--- config.mk ---
export PLATFORM = sky130hd
export DESIGN_NAME = input_level_control_config
export DESIGN_NICKNAME = d
export VERILOG_FILES = /design/src/verilog/level_control_pkg.sv /design/src/verilog/input_level_control_config.sv /design/src/verilog/target_level_lookup.sv /design/src/verilog/peak_window_detector.sv
export SDC_FILE = /design/constraint.sdc
export NUM_CORES = 1
export LEC_CHECK = 0
export BUFFER_PORTS_ARGS = -buffer_cell sky130_fd_sc_hd__buf_2
export CAP_MARGIN = 20
export CELL_PAD_IN_SITES_DETAIL_PLACEMENT = 1
export CELL_PAD_IN_SITES_GLOBAL_PLACEMENT = 2
export CORE_ASPECT_RATIO = 2
export CORE_UTILIZATION = 37
export DETAILED_ROUTE_END_ITERATION = 7
export PLACE_DENSITY = 0.84
export SKIP_CTS_REPAIR_TIMING = 1
export SYNTH_ARGS = -nofsm -noshare
export SYNTH_HDL_FRONTEND = slang
export SYNTH_SLANG_ARGS = --single-unit
--- constraint.sdc ---
create_clock -name core_clk -period 6.8 [get_ports core_clk]
set_input_delay 1.36 -clock core_clk [delete_from_list [all_inputs] [get_ports core_clk]]
set_output_delay 1.36 -clock core_clk [all_outputs]
set_load 0.02 [all_outputs]
--- src/verilog/level_control_pkg.sv ---
package level_control_pkg;

	// ----------------------------------------
	// Register indexes (byte address = 4 * index)
	// ----------------------------------------
	localparam logic [5:0] IDX_CONFIG_ONE = 6'h11;
	localparam logic [5:0] IDX_LOOP_MODE = 6'h13;
	localparam logic [5:0] IDX_MANUAL_LEFT = 6'h01;
	localparam logic [5:0] IDX_MANUAL_RIGHT = 6'h02;
	localparam logic [5:0] IDX_LOOP_STATUS = 6'h30;
	localparam logic [5:0] IDX_PEAK_LEVEL = 6'h31;

	// ----------------------------------------
	// Field positions
	// ----------------------------------------
	localparam int MONITOR_ONLY_BIT = 10;
	localparam int TARGET_RANGE_BIT = 9;
	localparam int LEFT_ENABLE_BIT = 8;
	localparam int RIGHT_ENABLE_BIT = 7;
	localparam int TARGET_CODE_MSB = 3;
	localparam int LIMITER_MODE_BIT = 8;

	// ----------------------------------------
	// Reset values
	// ----------------------------------------
	localparam logic [3:0] TARGET_CODE_RESET = 4'hb;
	localparam logic TARGET_RANGE_RESET = 1'b0;
	localparam logic ENABLE_RESET = 1'b0;
	localparam logic MONITOR_ONLY_RESET = 1'b0;
	localparam logic LIMITER_MODE_RESET = 1'b0;
	localparam logic [5:0] MANUAL_GAIN_RESET = 6'h10;

	// ----------------------------------------
	// Widths, levels and timing
	// ----------------------------------------
	localparam int SAMPLE_W = 16;
	localparam int GAIN_W = 6;
	localparam logic [5:0] GAIN_MAX = 6'h3f;
	localparam logic [5:0] GAIN_MIN = 6'h00;
	localparam logic [7:0] PEAK_WINDOW = 8'h40;
	localparam logic [15:0] GATE_LEVEL = 16'h0040;
	localparam logic [15:0] FULL_SCALE = 16'h7fff;
	// Target ladder: 1.5 dB per index, index 0 is -28.5 dBFS
	localparam real TARGET_BASE_DBFS = -28.5;
	localparam real TARGET_STEP_DB = 1.5;
	localparam logic [4:0] HIGH_RANGE_OFFSET = 5'h04;
	localparam logic [4:0] TARGET_TOP_INDEX = 5'h12;

	typedef enum logic [1:0] {
		LOOP_OFF = 2'b00,
		LOOP_TRACK = 2'b01,
		LOOP_MONITOR = 2'b11
	} loop_state_t;

endpackage

--- src/verilog/input_level_control_config.sv ---
// Overview of operation
// RULE1 - Peak-detect recorded samples and steer amp gain toward the target.
// RULE2 - Per-channel loop enables; a disabled channel uses its manual gain.
// RULE3 - Software enables both converters for left, right converter for right.
// RULE4 - Software clears loop enables before turning the converters off.
// RULE5 - Software keeps the loop off while direct inputs feed the mixer.
// RULE6 - Monitor-only 0 drives gain; 1 only measures, no gain change.
// RULE7 - Software sets at least one channel enable for the mode to matter.
// RULE8 - Range select picks low ladder from -28.5 or high from -22.5 dBFS.
// RULE9 - Four-bit target code, reset 1011, 1.5 dB per step from the bottom.
// RULE10 - High range codes 1110 and 1111 both give -1.5 dBFS.
// RULE11 - Software equalises left and right gains before stereo enable.
// RULE12 - Noise gate keeps the path quiet when no signal is present; here it only flags silence and holds the gain while tracking.
// RULE13 - Limiter mode only cuts peaks, never raising gain past its start.
// RULE14 - Clearing an enable returns the gain to the manual field next update.
//
// Chosen here: the Avalon-MM interface to the registers.
`timescale 1ns/1ps
module input_level_control_config
	import level_control_pkg::*;
(
	input wire logic core_clk,
	input wire logic rst,
	input wire logic clk_en,
	input wire logic [7:0] avs_address,
	input wire logic avs_read,
	input wire logic avs_write,
	input wire logic [31:0] avs_writedata,
	input wire logic [3:0] avs_byteenable,
	output logic [31:0] avs_readdata,
	output logic avs_waitrequest,
	input wire logic [level_control_pkg::SAMPLE_W-1:0] sample_left,
	input wire logic [level_control_pkg::SAMPLE_W-1:0] sample_right,
	input wire logic sample_valid,
	output logic [level_control_pkg::GAIN_W-1:0] left_amp_gain,
	output logic [level_control_pkg::GAIN_W-1:0] right_amp_gain,
	output logic noise_gate_active
);
	import level_control_pkg::*;

	// ----------------------------------------
	// Configuration state
	// ----------------------------------------
	logic left_loop_enable;
	logic right_loop_enable;
	logic monitor_only_select;
	logic target_range_select;
	logic [3:0] target_level_code;
	logic limiter_mode_select;
	logic [GAIN_W-1:0] left_amp_manual_gain;
	logic [GAIN_W-1:0] right_amp_manual_gain;

	// ----------------------------------------
	// Loop state
	// ----------------------------------------
	loop_state_t state;
	loop_state_t next_state;
	logic [GAIN_W-1:0] start_left;
	logic [GAIN_W-1:0] start_right;
	logic left_enable_prev;
	logic right_enable_prev;
	logic [15:0] peak_left;
	logic [15:0] peak_right;
	logic peak_done;
	logic [15:0] threshold;
	logic [15:0] peak_used_left;
	logic [15:0] peak_used_right;
	logic [15:0] peak_stereo;
	logic stereo;

	// ----------------------------------------
	// Bus decode
	// ----------------------------------------
	logic request;
	logic write_now;
	logic [5:0] index;
	logic [31:0] read_value;

	assign request = avs_read || avs_write;
	assign index = avs_address[7:2];
	// A write lands only on the edge that sees waitrequest low
	assign write_now = clk_en && avs_write && !avs_waitrequest;

	// ----------------------------------------
	// Peak detection and target ladder
	// ----------------------------------------
	peak_window_detector peak_unit (
		.core_clk(core_clk),
		.rst(rst),
		.clk_en(clk_en),
		.sample_left(sample_left),
		.sample_right(sample_right),
		.sample_valid(sample_valid),
		.peak_left(peak_left),
		.peak_right(peak_right),
		.peak_done(peak_done)
	);

	// RULE8 range selects ladder
	target_level_lookup target_unit (
		.target_code(target_level_code),
		.high_range(target_range_select),
		.threshold(threshold)
	);

	// ----------------------------------------
	// Gain step
	// ----------------------------------------
	function automatic logic [GAIN_W-1:0] step_gain(
		input logic [GAIN_W-1:0] gain,
		input logic [15:0] peak,
		input logic [15:0] target,
		input logic limiter,
		input logic [GAIN_W-1:0] start
	);
		logic [GAIN_W-1:0] result;
		result = gain;
		if (peak > target) begin
			if (gain != GAIN_MIN)
				result = gain - 6'h01;
		end else if (peak < GATE_LEVEL) begin
			// Silence: raising gain would only lift the noise floor
			result = gain;
		end else if (peak < target) begin
			// RULE13 limiter caps at start gain
			if (gain != GAIN_MAX && (!limiter || gain < start))
				result = gain + 6'h01;
		end
		step_gain = result;
	endfunction

	// In stereo the louder channel drives both so the image holds
	assign stereo = left_loop_enable && right_loop_enable;
	assign peak_stereo = peak_left > peak_right ? peak_left : peak_right;
	assign peak_used_left = stereo ? peak_stereo : peak_left;
	assign peak_used_right = stereo ? peak_stereo : peak_right;

	// ----------------------------------------
	// Loop state machine
	// ----------------------------------------
	always_comb begin
		next_state = state;
		case (state)
			LOOP_OFF: begin
				if (left_loop_enable || right_loop_enable)
					next_state = monitor_only_select ?
						LOOP_MONITOR : LOOP_TRACK;
			end
			LOOP_TRACK: begin
				if (!left_loop_enable && !right_loop_enable)
					next_state = LOOP_OFF;
				else if (monitor_only_select)
					next_state = LOOP_MONITOR;
			end
			LOOP_MONITOR: begin
				if (!left_loop_enable && !right_loop_enable)
					next_state = LOOP_OFF;
				else if (!monitor_only_select)
					next_state = LOOP_TRACK;
			end
			default: next_state = LOOP_OFF;
		endcase
	end

	always_ff @(posedge core_clk or posedge rst) begin
		if (rst)
			state <= LOOP_OFF;
		else if (clk_en)
			state <= next_state;
	end

	// ----------------------------------------
	// Starting gain capture
	// ----------------------------------------
	always_ff @(posedge core_clk or posedge rst) begin
		if (rst) begin
			left_enable_prev <= 1'b0;
			right_enable_prev <= 1'b0;
			start_left <= MANUAL_GAIN_RESET;
			start_right <= MANUAL_GAIN_RESET;
		end else if (clk_en) begin
			left_enable_prev <= left_loop_enable;
			right_enable_prev <= right_loop_enable;
			if (left_loop_enable && !left_enable_prev)
				start_left <= left_amp_manual_gain;
			if (right_loop_enable && !right_enable_prev)
				start_right <= right_amp_manual_gain;
		end
	end

	// ----------------------------------------
	// Amplifier gain outputs
	// ----------------------------------------
	always_ff @(posedge core_clk or posedge rst) begin
		if (rst) begin
			left_amp_gain <= MANUAL_GAIN_RESET;
		end else if (clk_en) begin
			// RULE2 disabled follows manual
			// RULE14 hand back on clear
			if (!left_loop_enable || !left_enable_prev)
				left_amp_gain <= left_amp_manual_gain;
			// RULE6 monitor holds manual gain
			// Select, not state, so the hold starts one edge after the write
			else if (monitor_only_select)
				left_amp_gain <= left_amp_manual_gain;
			// RULE1 loop steers gain
			else if (state == LOOP_TRACK && peak_done)
				left_amp_gain <= step_gain(left_amp_gain, peak_used_left,
					threshold, limiter_mode_select, start_left);
		end
	end

	always_ff @(posedge core_clk or posedge rst) begin
		if (rst) begin
			right_amp_gain <= MANUAL_GAIN_RESET;
		end else if (clk_en) begin
			// RULE2 disabled follows manual
			// RULE14 hand back on clear
			if (!right_loop_enable || !right_enable_prev)
				right_amp_gain <= right_amp_manual_gain;
			// RULE6 monitor holds manual gain
			else if (monitor_only_select)
				right_amp_gain <= right_amp_manual_gain;
			// RULE1 loop steers gain
			else if (state == LOOP_TRACK && peak_done)
				right_amp_gain <= step_gain(right_amp_gain,
					peak_used_right, threshold, limiter_mode_select,
					start_right);
		end
	end

	// ----------------------------------------
	// Noise gate
	// ----------------------------------------
	always_ff @(posedge core_clk or posedge rst) begin
		if (rst) begin
			noise_gate_active <= 1'b0;
		end else if (clk_en) begin
			// RULE12 gate on silence
			if (state != LOOP_TRACK)
				noise_gate_active <= 1'b0;
			else if (peak_done)
				noise_gate_active <=
					(!left_loop_enable || peak_used_left < GATE_LEVEL) &&
					(!right_loop_enable || peak_used_right < GATE_LEVEL);
		end
	end

	// ----------------------------------------
	// Register writes
	// ----------------------------------------
	always_ff @(posedge core_clk or posedge rst) begin
		if (rst) begin
			monitor_only_select <= MONITOR_ONLY_RESET;
			target_range_select <= TARGET_RANGE_RESET;
			left_loop_enable <= ENABLE_RESET;
			right_loop_enable <= ENABLE_RESET;
			target_level_code <= TARGET_CODE_RESET;
		end else if (write_now && index == IDX_CONFIG_ONE) begin
			if (avs_byteenable[1]) begin
				monitor_only_select <= avs_writedata[MONITOR_ONLY_BIT];
				target_range_select <= avs_writedata[TARGET_RANGE_BIT];
				left_loop_enable <= avs_writedata[LEFT_ENABLE_BIT];
			end
			if (avs_byteenable[0]) begin
				right_loop_enable <= avs_writedata[RIGHT_ENABLE_BIT];
				target_level_code <= avs_writedata[TARGET_CODE_MSB:0];
			end
		end
	end

	always_ff @(posedge core_clk or posedge rst) begin
		if (rst)
			limiter_mode_select <= LIMITER_MODE_RESET;
		else if (write_now && index == IDX_LOOP_MODE &&
			avs_byteenable[1])
			limiter_mode_select <= avs_writedata[LIMITER_MODE_BIT];
	end

	always_ff @(posedge core_clk or posedge rst) begin
		if (rst) begin
			left_amp_manual_gain <= MANUAL_GAIN_RESET;
			right_amp_manual_gain <= MANUAL_GAIN_RESET;
		end else if (write_now && avs_byteenable[0]) begin
			if (index == IDX_MANUAL_LEFT)
				left_amp_manual_gain <= avs_writedata[GAIN_W-1:0];
			if (index == IDX_MANUAL_RIGHT)
				right_amp_manual_gain <= avs_writedata[GAIN_W-1:0];
		end
	end

	// ----------------------------------------
	// Register reads
	// ----------------------------------------
	always_comb begin
		read_value = 32'h0000_0000;
		case (index)
			IDX_CONFIG_ONE: begin
				read_value[MONITOR_ONLY_BIT] = monitor_only_select;
				read_value[TARGET_RANGE_BIT] = target_range_select;
				read_value[LEFT_ENABLE_BIT] = left_loop_enable;
				read_value[RIGHT_ENABLE_BIT] = right_loop_enable;
				read_value[TARGET_CODE_MSB:0] = target_level_code;
			end
			IDX_LOOP_MODE:
				read_value[LIMITER_MODE_BIT] = limiter_mode_select;
			IDX_MANUAL_LEFT:
				read_value[GAIN_W-1:0] = left_amp_manual_gain;
			IDX_MANUAL_RIGHT:
				read_value[GAIN_W-1:0] = right_amp_manual_gain;
			IDX_LOOP_STATUS: begin
				read_value[5:0] = left_amp_gain;
				read_value[13:8] = right_amp_gain;
				read_value[16] = noise_gate_active;
				read_value[25:24] = state;
			end
			IDX_PEAK_LEVEL:
				read_value = {peak_right, peak_left};
			default: read_value = 32'h0000_0000;
		endcase
	end

	// ----------------------------------------
	// Handshake: one wait cycle, then one ready cycle
	// ----------------------------------------
	always_ff @(posedge core_clk or posedge rst) begin
		if (rst) begin
			avs_waitrequest <= 1'b1;
			avs_readdata <= 32'h0000_0000;
		end else if (clk_en) begin
			if (request && avs_waitrequest) begin
				avs_waitrequest <= 1'b0;
				if (avs_read)
					avs_readdata <= read_value;
			end else begin
				avs_waitrequest <= 1'b1;
			end
		end
	end

endmodule

--- src/verilog/target_level_lookup.sv ---
`timescale 1ns/1ps
module target_level_lookup
	import level_control_pkg::*;
(
	input wire logic [3:0] target_code,
	input wire logic high_range,
	output logic [15:0] threshold
);

	// ----------------------------------------
	// Linear thresholds of the 1.5 dB ladder
	// ----------------------------------------
	function automatic logic [15:0] ladder(input logic [4:0] idx);
		case (idx)
			5'h00: ladder = 16'h04cf;
			5'h01: ladder = 16'h05b8;
			5'h02: ladder = 16'h06cc;
			5'h03: ladder = 16'h0814;
			5'h04: ladder = 16'h0999;
			5'h05: ladder = 16'h0b68;
			5'h06: ladder = 16'h0d8f;
			5'h07: ladder = 16'h101d;
			5'h08: ladder = 16'h1327;
			5'h09: ladder = 16'h16c3;
			5'h0a: ladder = 16'h1b0d;
			5'h0b: ladder = 16'h2027;
			5'h0c: ladder = 16'h2636;
			5'h0d: ladder = 16'h2d6b;
			5'h0e: ladder = 16'h35fa;
			5'h0f: ladder = 16'h4026;
			5'h10: ladder = 16'h4c3e;
			5'h11: ladder = 16'h5a9d;
			default: ladder = 16'h6bb2;
		endcase
	endfunction

	logic [4:0] raw_index;
	logic [4:0] index;

	assign raw_index = {1'b0, target_code} +
		(high_range ? HIGH_RANGE_OFFSET : 5'h00);
	// RULE10 high range saturates
	assign index = (raw_index > TARGET_TOP_INDEX) ?
		TARGET_TOP_INDEX : raw_index;
	// RULE9 code to level
	assign threshold = ladder(index);

endmodule

--- src/verilog/peak_window_detector.sv ---
`timescale 1ns/1ps
module peak_window_detector
	import level_control_pkg::*;
(
	input wire logic core_clk,
	input wire logic rst,
	input wire logic clk_en,
	input wire logic [15:0] sample_left,
	input wire logic [15:0] sample_right,
	input wire logic sample_valid,
	output logic [15:0] peak_left,
	output logic [15:0] peak_right,
	output logic peak_done
);

	// Magnitude; the most negative code is clipped to full scale
	function automatic logic [15:0] magnitude(input logic [15:0] s);
		if (s == 16'h8000)
			magnitude = FULL_SCALE;
		else if (s[15])
			magnitude = 16'(~s + 16'h0001);
		else
			magnitude = s;
	endfunction

	logic [15:0] run_left;
	logic [15:0] run_right;
	logic [7:0] count;
	logic [15:0] mag_left;
	logic [15:0] mag_right;
	logic window_end;

	assign mag_left = magnitude(sample_left);
	assign mag_right = magnitude(sample_right);
	assign window_end = sample_valid && (count == PEAK_WINDOW - 8'h01);

	// RULE1 peak detection
	always_ff @(posedge core_clk or posedge rst) begin
		if (rst) begin
			run_left <= 16'h0000;
			run_right <= 16'h0000;
			count <= 8'h00;
		end else if (clk_en && sample_valid) begin
			count <= window_end ? 8'h00 : count + 8'h01;
			run_left <= window_end ? 16'h0000 :
				(mag_left > run_left ? mag_left : run_left);
			run_right <= window_end ? 16'h0000 :
				(mag_right > run_right ? mag_right : run_right);
		end
	end

	always_ff @(posedge core_clk or posedge rst) begin
		if (rst) begin
			peak_left <= 16'h0000;
			peak_right <= 16'h0000;
			peak_done <= 1'b0;
		end else if (clk_en) begin
			peak_done <= window_end;
			if (window_end) begin
				peak_left <= mag_left > run_left ? mag_left : run_left;
				peak_right <= mag_right > run_right ? mag_right : run_right;
			end
		end
	end

endmodule

==> qor.csv <==
stage,metric,value,unit
cells_and_area,fill_cells,3471,
timing,layout_setup_ws,0.698,ns
timing,rsz0062_at_grt,false,
timing,tightest_slew,1.02,ns
floorplan,dieHeight,247,µm
cells_and_area,nNetsFinal,1525,
timing,skew,0.00613,ns
route,drtIter0Drc,339,
timing,finalHoldViolations,0,
route,viasPerCell,5.65,
clock_network,clock_sinks,156,
logic_synthesis,synth_ff_type,dfrtp_1,
timing,worst_hold_slack,0.477,ns
logic_synthesis,synthTopCellsByCount,"nand2_1 (184), dfrtp_1 (146), o21ai_0 (114), ha_1 (108), inv_1 (92)",
floorplan,initial_core_util,37.6,%
clock_network,numCtsBuffers,17,
setup_path,critPathKind,register to register,
cells_and_area,drive_gt1_share,16.7,%
logic_synthesis,syn-num-nets,1442,
power,leakage,6.02,nW
global_routing,overflow,0,
route,vias,9669,
place,post-place-ws,0.500,ns
route,first_pass_iters,4,
worst_hold_path,worstHoldPathType,register to register,
setup_path,worst_ep_required_time,7.14,ns
route,wl_per_cell,21.0,µm
clock_network,clkTransAtPathRegs,0.06,ns
logic_synthesis,synth_area_leaders,"dfrtp_1 (33%), ha_1 (12%), nand2_1 (6.2%)",
timing,fin_tns_setup,0,ns
floorplan,boundaryPins,128,
global_routing,antenna_found_initial,0,
logic_synthesis,synthesis.area,11100,µm²
job,cap_violations,0,
logic_synthesis,synthArstFlopShare,100,%
setup_path,crit_arrival,6.44,ns
logic_synthesis,ys_warn_count,0,
global_routing,track_usage,24.1,%
timing,clock.fmax,164,MHz
clock_network,cts_root_buf,clkbuf_16,
setup_path,r2r_setup_slack,0.70,ns
cells_and_area,antenna_cells,0,
route,drc,0,
place,gp_congestion,0.936,
place,port_buffers,101,
logic_synthesis,synth_top_area_share,32.9,%
logic_synthesis,synth_edf_count,0,
global_routing,grt_pass1_vias,10461,
timing,period_needed,6.10,ns
logic_synthesis,synth-seq-cells,156,
power,total_power,2.70,mW
cells_and_area,area_delta_synth_final,13.7,%
timing,drv_slew,0,
logic_synthesis,avgSynthCellArea,8.88,µm²
logic_synthesis,synth.most_common_cell,nand2_1,
clock_network,htree_levels,4,
floorplan,fp.dieW,125,µm
floorplan,fp.dieArea,30800,µm²
route,drt_wl_total,35900,µm
logic_synthesis,synthCells,1250,
power,cellPowerDensity,214,nW/µm²
timing,min_period_over_period,89.7,%
global_routing,grt_pass1_wl,56800,µm
clock_network,cts_tree,built,
floorplan,rows,89,
logic_synthesis,ys_seq_area_share,35.3,%
timing,finalSetupViolCount,0,
clock_network,clockBufferDepth,2,
place,hpwlAfterDp,28300,µm
logic_synthesis,synth.largest_area_cell,dfrtp_1,
setup_path,worst-path-max-fanout,6,
status,status,"finished, final reports clean",
cells_and_area,layout.cells.non_filler,1710,
route,drtAntennaViolNets,0,
global_routing,grt_max_degree,99,
floorplan,design.core.area,29500,µm²
timing,slew_headroom,31.5,%
power,ir_worst_vdd,0.195,mV
setup_path,worstSetupEndpointType,register,
clock_network,insertion_delay,0.45,ns
place,dp_cells,1678,
logic_synthesis,synth_cell_type_count,71,
setup_path,critical_path.startpoint_type,register,
-- final timing paths --
path                                                to                 from  cells after the start
worst max-delay path                 right_amp_gain[5]  target_range_select                     25
worst max register to register       right_amp_gain[5]  target_range_select                     25
worst min register to register        avs_readdata[20]     avs_readdata[20]                      2
min in group asynchronous       peak_unit.peak_left[3]                  rst                      2
worst min-delay path                  avs_readdata[20]     avs_readdata[20]                      2
max in group asynchronous              avs_readdata[4]                  rst                      3
-- state kept, by name, summed over array words and instances (netlist names), 2 cells and up --
name                   cells
avs_readdata              32
peak_unit.peak_left       16
peak_unit.peak_right      16
peak_unit.run_left        16
peak_unit.run_right       16
peak_unit.count            8
left_amp_gain              6
left_amp_manual_gain       6
right_amp_gain             6
right_amp_manual_gain      6
start_left                 6
start_right                6
target_level_code          4
state                      2
-- cell usage in the layout (no fill, tap or decap), types with 14 or more instances in the layout --
| master | instances |
|---|---|
| nand2_1 | 183 |
| mux2_2 | 37 |
| nand3_1 | 16 |
| xnor2_1 | 15 |
| ha_1 | 108 |
| nor2_1 | 61 |
| inv_1 | 91 |
| mux2i_1 | 56 |
| buf_4 | 20 |
| a22o_1 | 32 |
| xor2_1 | 21 |
| o31ai_1 | 25 |
| a21o_1 | 29 |
| a21oi_1 | 56 |
| dfrtp_1 | 146 |
| clkbuf_16 | 17 |
| o22ai_1 | 14 |
| buf_2 | 101 |
| nor3_1 | 21 |
| o21ai_0 | 113 |
| nand4_1 | 20 |
-- per-layer routing --
metal	wire [µm]	global-route usage, %
met1	12500	22.5
met2	20200	48.3
met3	881	2.94
met4	2280	15.3
met5	0	0
-- per-stage QoR --
stage                     util, %  instance area (µm²)
final                        42.8                12600
after global routing         42.8                12600
after CTS                    42.8                12600
after detailed placement     40.8                12000
after global placement       40.8                12000
after floorplan                 -                11100
-- layout make-up --
type	count	area (µm²)	area share (%)
multi-input cells	945	6670	52.9
flip-flops and latches	156	3920	31.0
repair buffers	121	656	5.19
clock buffers	25	495	3.92
well taps	364	455	3.61
inverters	92	350	2.78
clock inverters	7	78.8	0.624
-- report_power, final --
group | internal, mW | total [mW] | leakage (nW) | switching (mW)
clock | 0.546 | 0.955 | 0.271 | 0.409
sequential | 1.01 | 1.09 | 2.09 | 0.0812
combinational | 0.299 | 0.653 | 3.65 | 0.354
-- cell families after synthesis --
group	share of synthesized area (%)
AOI/OAI and AO/OA	19.7
DFF	35.3
muxes	9.51
xor gates and xnor gates	2.84
buffers and inverters	5.07
and+or+nand+nor	15.1
adders and majority gates	12.5
-- critical path: stages (launching register included) --
cell and delay, ns:
dfrtp_1 0.41, ha_1 0.25, ha_1 0.33, or3_1 0.41, nand2_1 0.09, nand2_1 0.17, inv_1 0.13, ha_1 0.25
inv_1 0.11, mux4_2 0.46, o21ai_0 0.31, ha_1 0.31, a21oi_1 0.13, nor2b_1 0.06, o211ai_1 0.15, a31oi_1 0.14
nor4_2 0.27, o221ai_2 0.23, ha_1 0.32, a21o_1 0.18, a21o_1 0.20, a21o_1 0.18, a21oi_1 0.24, xnor2_1 0.13
a31o_2 0.25, a221oi_1 0.28
No activity file was read; power rests on OpenSTA's default activity.
